[src/dicp_pkg.sv]
// package: constants for the direct command port of the line controller
package dicp_pkg;

  // direct command codes, three bits, order bit0..bit2 as on the bus
  typedef enum logic [2:0] {
    DICP_CMD_SET_INT   = 3'h0,
    DICP_CMD_CONTROL   = 3'h4,
    DICP_CMD_TEST      = 3'h5,
    DICP_CMD_RESET_INT = 3'h1,
    DICP_CMD_SET_MASK  = 3'h3,
    DICP_CMD_START     = 3'h6,
    DICP_CMD_WRITE     = 3'h2,
    DICP_CMD_READ      = 3'h7
  } dicp_cmd_e;

  // status word bit positions
  localparam int unsigned DICP_ST_PSR_BIT  = 0;  // program start ready
  localparam int unsigned DICP_ST_DTR_BIT  = 1;  // direct transfer ready
  localparam int unsigned DICP_ST_IRQ_BIT  = 2;  // interrupt pending
  localparam int unsigned DICP_ST_MASK_BIT = 3;  // mask flop mirror

  // apb register offsets (byte addresses)
  localparam logic [7:0] DICP_OFF_CTRL   = 8'h00;
  localparam logic [7:0] DICP_OFF_STATUS = 8'h04;
  localparam logic [7:0] DICP_OFF_RDATA  = 8'h08;
  localparam logic [7:0] DICP_OFF_WDATA  = 8'h0c;
  localparam logic [7:0] DICP_OFF_CWORD  = 8'h10;
  localparam logic [7:0] DICP_OFF_DEVNO  = 8'h14;

  // ctrl register fields
  localparam int unsigned DICP_CTRL_DEV_READY  = 0;
  localparam int unsigned DICP_CTRL_CHAN_READY = 1;
  localparam int unsigned DICP_CTRL_XFER_READY = 2;
  localparam int unsigned DICP_CTRL_PROG_DONE  = 3;
  localparam int unsigned DICP_CTRL_MGRP_LO    = 4;  // 4-bit mask group select

  // reset values
  localparam logic [7:0]  DICP_DEVNO_RST = 8'h05;
  localparam logic [15:0] DICP_CTRL_RST  = 16'h0000;

endpackage : dicp_pkg

[src/dicp_word_reg.sv]
// module: one 16-bit word store with registered read data
module dicp_word_reg
  import dicp_pkg::*;
(
  // clock and reset
  input  wire logic        clk_sys_in,
  input  wire logic        rstn_in,
  // write port
  input  wire logic        wr_en_in,
  input  wire logic [15:0] wr_data_in,
  // read port
  output logic      [15:0] rd_data_out
);

  // plain storage, value reads one cycle after it is written
  always_ff @(posedge clk_sys_in) begin
    if (!rstn_in) begin
      rd_data_out <= 16'h0000;
    end else if (wr_en_in) begin
      rd_data_out <= wr_data_in;
    end
  end

endmodule // dicp_word_reg

[src/dicp_direct_port.sv]
// module: direct command port of the line controller, with apb side registers
// Contract
// - broadcast mask sets or clears mask flop from the group's mask bit
// - system i/o reset sets the interrupt mask flop
// - test command returns the 16-bit status word
// - status bit zero is one only when controller and device are ready
// - start command signals the multiplexer channel to run the program
// - read command with transfer ready returns one 16-bit data word
// - write with transfer ready: controller accepts the stack top word
// - control word sent with command; controller acknowledges receipt
// - set interrupt raises interrupt if mask enabled, and is acknowledged
// - memory words are 16 bits holding one or two characters
// - characters pass bit serially, at most eight valid bits each
// - eight direct commands arrive as a three-bit code and are decoded
// - accepted start clears status bit zero while the program runs
// - set interrupt sets request flop and status bit two
// - reset interrupt clears interrupt logic except the mask flop
//
// The implementer's own choices: the placing of the registers and the APB register port.
module dicp_direct_port
  import dicp_pkg::*;
(
  // clock and reset
  input  wire logic        clk_sys_in,
  input  wire logic        rstn_in,
  // host bus command
  input  wire logic        cmd_valid_in,
  input  wire logic [2:0]  direct_command_code_in,
  input  wire logic [7:0]  cmd_devno_in,
  input  wire logic [15:0] cmd_data_in,
  input  wire logic        io_reset_in,
  // host bus answer
  output logic             cmd_ack_out,
  output logic [15:0]      cmd_rdata_out,
  // channel and interrupt
  output logic             chan_start_out,
  output logic             irq_out,
  // apb slave
  input  wire logic        psel,
  input  wire logic        penable,
  input  wire logic        pwrite,
  input  wire logic [7:0]  paddr,
  input  wire logic [31:0] pwdata,
  output logic [31:0]      prdata,
  output logic             pready,
  output logic             pslverr
);

  // decode of an apb offset, used for read and write
  function automatic logic is_off(input logic [7:0] a, input logic [7:0] o);
    return a == o;
  endfunction

  // state
  logic [15:0] ctrl_reg;
  logic [7:0]  devno_reg;
  logic        interrupt_mask_flop_reg;
  logic        irq_req_reg;
  logic        prog_busy_reg;
  logic [15:0] cword_reg;
  logic [15:0] rdata_word;
  logic [15:0] wdata_word;

  // command decode
  wire         own_dev    = (cmd_devno_in == devno_reg);
  wire         is_mask    = direct_command_code_in == DICP_CMD_SET_MASK;
  wire         take       = cmd_valid_in && (own_dev || is_mask);
  wire         c_test     = take && direct_command_code_in == DICP_CMD_TEST;
  wire         c_start    = take && direct_command_code_in == DICP_CMD_START;
  wire         c_read     = take && direct_command_code_in == DICP_CMD_READ;
  wire         c_write    = take && direct_command_code_in == DICP_CMD_WRITE;
  wire         c_ctrl     = take && direct_command_code_in == DICP_CMD_CONTROL;
  wire         c_sin      = take && direct_command_code_in == DICP_CMD_SET_INT;
  wire         c_rin      = take && direct_command_code_in == DICP_CMD_RESET_INT;
  wire         c_mask     = cmd_valid_in && is_mask;
  wire [3:0]   mgrp       = ctrl_reg[DICP_CTRL_MGRP_LO +: 4];
  wire         mask_bit   = cmd_data_in[mgrp];

  // ready flags
  wire program_start_ready_flag = ctrl_reg[DICP_CTRL_DEV_READY]
                                  && ctrl_reg[DICP_CTRL_CHAN_READY]
                                  && !prog_busy_reg;
  wire direct_transfer_ready_flag = ctrl_reg[DICP_CTRL_XFER_READY];
  wire [15:0] status_word = {12'h000, interrupt_mask_flop_reg, irq_req_reg,
                             direct_transfer_ready_flag, program_start_ready_flag};

  // apb decode, single-cycle answer
  wire apb_acc = psel && penable;
  wire apb_wr  = apb_acc && pwrite;
  wire known   = is_off(paddr, DICP_OFF_CTRL) || is_off(paddr, DICP_OFF_STATUS)
              || is_off(paddr, DICP_OFF_RDATA) || is_off(paddr, DICP_OFF_WDATA)
              || is_off(paddr, DICP_OFF_CWORD) || is_off(paddr, DICP_OFF_DEVNO);
  wire done_pulse = apb_wr && is_off(paddr, DICP_OFF_CTRL) && pwdata[DICP_CTRL_PROG_DONE];
  wire [31:0] rd_mux =
      is_off(paddr, DICP_OFF_CTRL)   ? {16'h0000, ctrl_reg} :
      is_off(paddr, DICP_OFF_STATUS) ? {16'h0000, status_word} :
      is_off(paddr, DICP_OFF_WDATA)  ? {16'h0000, wdata_word} :
      is_off(paddr, DICP_OFF_CWORD)  ? {16'h0000, cword_reg} :
      is_off(paddr, DICP_OFF_DEVNO)  ? {24'h000000, devno_reg} : 32'h00000000;

  // data word software supplies for host reads
  dicp_word_reg u_rdata (
    .clk_sys_in (clk_sys_in),
    .rstn_in    (rstn_in),
    .wr_en_in   (apb_wr && is_off(paddr, DICP_OFF_RDATA)),
    .wr_data_in (pwdata[15:0]),
    .rd_data_out(rdata_word)
  );

  // data word written by the host, read by software
  dicp_word_reg u_wdata (
    .clk_sys_in (clk_sys_in),
    .rstn_in    (rstn_in),
    .wr_en_in   (c_write && direct_transfer_ready_flag),
    .wr_data_in (cmd_data_in),
    .rd_data_out(wdata_word)
  );

  // software registers
  always_ff @(posedge clk_sys_in) begin
    if (!rstn_in) begin
      ctrl_reg  <= DICP_CTRL_RST;
      devno_reg <= DICP_DEVNO_RST;
      cword_reg <= 16'h0000;
    end else begin
      if (apb_wr && is_off(paddr, DICP_OFF_CTRL))  ctrl_reg  <= pwdata[15:0] & 16'hfff7;
      if (apb_wr && is_off(paddr, DICP_OFF_DEVNO)) devno_reg <= pwdata[7:0];
      if (c_ctrl) cword_reg <= cmd_data_in;
    end
  end

  // mask flop: io reset forces set, broadcast mask follows group bit
  always_ff @(posedge clk_sys_in) begin
    if (!rstn_in) begin
      interrupt_mask_flop_reg <= 1'b1;
    end else if (io_reset_in) begin
      interrupt_mask_flop_reg <= 1'b1;
    end else if (c_mask) begin
      interrupt_mask_flop_reg <= mask_bit;
    end
  end

  // interrupt request; set wins over a same-cycle reset command
  always_ff @(posedge clk_sys_in) begin
    if (!rstn_in || io_reset_in) begin
      irq_req_reg <= 1'b0;
    end else if (c_sin) begin
      irq_req_reg <= 1'b1;
    end else if (c_rin) begin
      irq_req_reg <= 1'b0;
    end
  end

  // program busy from accepted start until software reports done
  always_ff @(posedge clk_sys_in) begin
    if (!rstn_in || io_reset_in) begin
      prog_busy_reg <= 1'b0;
    end else if (c_start && program_start_ready_flag) begin
      prog_busy_reg <= 1'b1;
    end else if (done_pulse) begin
      prog_busy_reg <= 1'b0;
    end
  end

  // host answer: ack one cycle after a taken command; mask is not acked
  always_ff @(posedge clk_sys_in) begin
    if (!rstn_in) begin
      cmd_ack_out    <= 1'b0;
      cmd_rdata_out  <= 16'h0000;
      chan_start_out <= 1'b0;
      irq_out        <= 1'b0;
    end else begin
      cmd_ack_out    <= take && !is_mask;
      cmd_rdata_out  <= c_test ? status_word :
                        (c_read && direct_transfer_ready_flag) ? rdata_word :
                        16'h0000;
      chan_start_out <= c_start && program_start_ready_flag;
      irq_out        <= irq_req_reg && interrupt_mask_flop_reg;
    end
  end

  // apb answer registers
  always_ff @(posedge clk_sys_in) begin
    if (!rstn_in) begin
      prdata  <= 32'h00000000;
      pready  <= 1'b0;
      pslverr <= 1'b0;
    end else begin
      pready  <= psel && !penable;
      prdata  <= rd_mux;
      pslverr <= psel && !penable && !known;
    end
  end
endmodule // dicp_direct_port

[config.mk]
export PLATFORM = sky130hd
export DESIGN_NAME = dicp_direct_port
export DESIGN_NICKNAME = d
export VERILOG_FILES = /design/src/dicp_pkg.sv /design/src/dicp_word_reg.sv /design/src/dicp_direct_port.sv
export SDC_FILE = /design/constraint.sdc
export NUM_CORES = 1
export LEC_CHECK = 0
export ABC_CLOCK_PERIOD_IN_PS = 1730
export BUFFER_PORTS_ARGS = -buffer_cell sky130_fd_sc_hd__buf_2
export CORE_MARGIN = 2
export CORE_UTILIZATION = 47
export DETAILED_ROUTE_END_ITERATION = 7
export GPL_ROUTABILITY_DRIVEN = 0
export GPL_TIMING_DRIVEN = 0
export PLACE_DENSITY = 0.74
export SYNTH_ARGS = -nofsm -noshare
export SYNTH_HDL_FRONTEND = slang
export SYNTH_SLANG_ARGS = --single-unit
[constraint.sdc]
create_clock -name clk_sys_in -period 1.73 [get_ports clk_sys_in]
set_input_delay 0.173 -clock clk_sys_in [delete_from_list [all_inputs] [get_ports clk_sys_in]]
set_output_delay 0.173 -clock clk_sys_in [all_outputs]
set_load 0.005 [all_outputs]
==> impl_metrics.env <==
export IMPL_status="complete, but fails checks"
export IMPL_violations="negative setup slack"
export IMPL_setup_ws_ns=-0.0935
export IMPL_p_sw_mw=1.07
export IMPL_p_comb_share_pct=7.2
export IMPL_fin_skew_ns=0.0122
export IMPL_cap_violations=0
export IMPL_placed_area_um2=5380
export IMPL_async_flop_share_pct=0
export IMPL_fp_row_count=36
export IMPL_cellLeakagePower_nw=2.26
export IMPL_min_period_ns=1.82
export IMPL_diodes=0
export IMPL_track_usage_pct=21.0
export IMPL_start_kind="register"
export IMPL_finalSetupViolCount=16
export IMPL_h_tree_depth=3
export IMPL_fp_dieH_um=104
export IMPL_ys_seq_area_share_pct=47.3
export IMPL_ys_flop_type="dfxtp_1"
export IMPL_tns_ns=-0.691
export IMPL_p_int_mw=3.27
export IMPL_root_buffer="clkbuf_8"
export IMPL_fmax_ghz=0.548
export IMPL_drc=0
export IMPL_ioPinCount=127
export IMPL_ys_top_cells_by_area="dfxtp_1, mux2i_1, nor2b_1"
export IMPL_postSynthAreaPerCell_um2=9.57
export IMPL_dp_hpwl_mm=8.62
export IMPL_cts_path_max_buffers=2
export IMPL_path_max_fanout=5
export IMPL_postRouteAntennaNets=0
export IMPL_ys_types=47
export IMPL_p_seq_share_pct=58.9
export IMPL_finish_utilization_pct=59.5
export IMPL_grt_ovfl_total=0
export IMPL_clk_pin_slew_ns=0.11
export IMPL_layout_cells_most_common="dfxtp_1"
export IMPL_period_share_pct=105
export IMPL_p_per_area_nw_per_um2=748
export IMPL_slew_headroom_pct=57.4
export IMPL_routed_via_count=3822
export IMPL_antenna_found_initial=0
export IMPL_grt_pass1_vias=3625
export IMPL_p_sw_share_pct=24.6
export IMPL_dr_pass1_iters=4
export IMPL_crit_type="reg -> reg"
export IMPL_wl_per_cell_um=15.2
export IMPL_arrival_ns=2.13
export IMPL_grt_first_pass_wirelength_mm=18.3
export IMPL_core_area_um2=9730
export IMPL_port_buffers=91
export IMPL_cp_end_kind="register"
export IMPL_routed_via_density=5.04
export IMPL_postSynthCellCount=491
export IMPL_grt_max_degree=19
export IMPL_tightest_slew_ns=0.635
export IMPL_p_total_mw=4.33
export IMPL_drive_above_1_share_pct=27.2
export IMPL_wirelength_mm=11.5
export IMPL_pwr_share_clk_pct=33.8
export IMPL_tritoncts="done"
export IMPL_syn_cell_area_um2=4700
export IMPL_final_cell_mix="dfxtp_1, buf_2, mux2i_1"
export IMPL_numCtsBuffers=9
export IMPL_min_delay_path_class="in -> reg"
export IMPL_crit_required_ns=2.04
export IMPL_nNetsFinal=694
export IMPL_slew_viol_final=0
export IMPL_start_util_pct=48.3
export IMPL_irDropWorstVdd_mv=0.377
export IMPL_fill_cells=869
export IMPL_yosys_register_bits=111
export IMPL_insertion_delay_ns=0.38
export IMPL_dieArea_um2=10800
export IMPL_synth_largest_area_cell="dfxtp_1"
export IMPL_drt_iter0_drc=296
export IMPL_synth_top_area_share_pct=47.3
export IMPL_final_cell_area_um2=5790
export IMPL_rsz0062_at_grt="yes"
export IMPL_yosys_warnings=0
export IMPL_synth_edff_count=0
export IMPL_die_w_um=104
export IMPL_clock_sinks=111
export IMPL_hold_viol_final=0
export IMPL_areaGrowthSynthToFinish_pct=23.2
==> repair_timing <==
action	in CTS	in global routing
pin swaps	4	8
hold buffers	0	0
cloned	0	1
endpoints found under the setup margin	46	44
resized for setup	12	26
setup buffers	7	4
==> final timing paths <==
check,slack (ns),from,depth (start not counted),end
max reg2reg,-0.09,devno_reg[2]$_SDFFE_PN1P_,6,u_wdata.rd_data_out[6]$_SDFFE_PN0P_
min,0.06,direct_command_code_in[0],2,irq_req_reg$_SDFFE_PP0P_
max,-0.09,devno_reg[2]$_SDFFE_PN1P_,6,u_wdata.rd_data_out[6]$_SDFFE_PN0P_
min reg2reg,0.46,u_rdata.rd_data_out[6]$_SDFFE_PN0P_,1,cmd_rdata_out[6]$_SDFF_PP0_
==> final cells by class <==
class	count	area (µm²)	area share, %
Tap cell	133	166	2.87
Clock inverter	5	38.8	0.670
Inverter	9	33.8	0.583
Buffer	47	317	5.47
Clock buffer	11	141	2.44
Multi-Input combinational cell	339	2280	39.4
Sequential cell	111	2230	38.5
Timing Repair Buffer	103	583	10.1
==> cell families (layout without fill, tap and decap cells) <==
| family | after synthesis | count (layout) | synth area share (%) |
|---|---|---|---|
| simple gates | 180 | 180 | 21.5 |
| flops | 111 | 111 | 47.3 |
| compound gates | 71 | 71 | 9.00 |
| mux | 64 | 64 | 13.9 |
| buf+inv | 56 | 175 | 6.74 |
| xor+xnor | 8 | 8 | 1.49 |
| other cells | 1 | 16 | 0.0798 |
==> critical path, stage by stage (launching register included) <==
cell       delay, ns
dfxtp_4         0.39
xor2_4          0.16
nor4_4          0.37
and4bb_2        0.32
buf_6           0.16
clkbuf_16       0.16
mux2i_1         0.19
==> synth_stat cells (6+ instances only) <==
master and n:
buf_2 6, o21ai_0 30, and2_1 13, nand3_1 22, nand2_1 60, and3_1 6, a21oi_1 12, dfxtp_1 111
a22oi_1 12, nor2_1 12, mux2i_1 62, clkbuf_1 13, buf_4 20, nor2b_1 43, inv_1 9
==> power groups by stage <==
| stage | Combinational (mW) | Clock (mW) | Sequential (mW) |
|---|---|---|---|
| 6_report | 0.314 | 1.47 | 2.55 |
| 5_1_grt | 0.341 | 1.59 | 2.56 |
| 4_1_cts | 0.302 | 1.48 | 2.56 |
| 3_5_place_dp | 0.296 | 0 | 2.62 |
| 3_3_place_gp | 0.293 | 0 | 2.62 |
| 2_1_floorplan | 0.167 | 0 | 2.62 |
==> per-layer routing <==
| metal | GRT usage, % | wire length [µm] | vias to the layer above |
|---|---|---|---|
| met5 | 0 | 0 | - |
| met4 | 8.01 | 210 | 0 |
| met3 | 3.76 | 789 | 16 |
| met2 | 33.8 | 5350 | 142 |
| met1 | 28.2 | 5200 | 1761 |
| li1 | - | - | 1903 |
==> per-stage QoR <==
| stage | std cells | setup WS (ns) | hold slack (ns) |
|---|---|---|---|
| 2_1_floorplan | 506 | 0.118 | 0.280 |
| 3_3_place_gp | 730 | -0.271 | 0.440 |
| 3_5_place_dp | 730 | -0.305 | 0.437 |
| 4_1_cts | 753 | -0.0502 | 0.0456 |
| 5_1_grt | 758 | -0.121 | 0.0586 |
| 6_report | 758 | -0.0935 | 0.0602 |
Power figures use the tool's default switching activity.
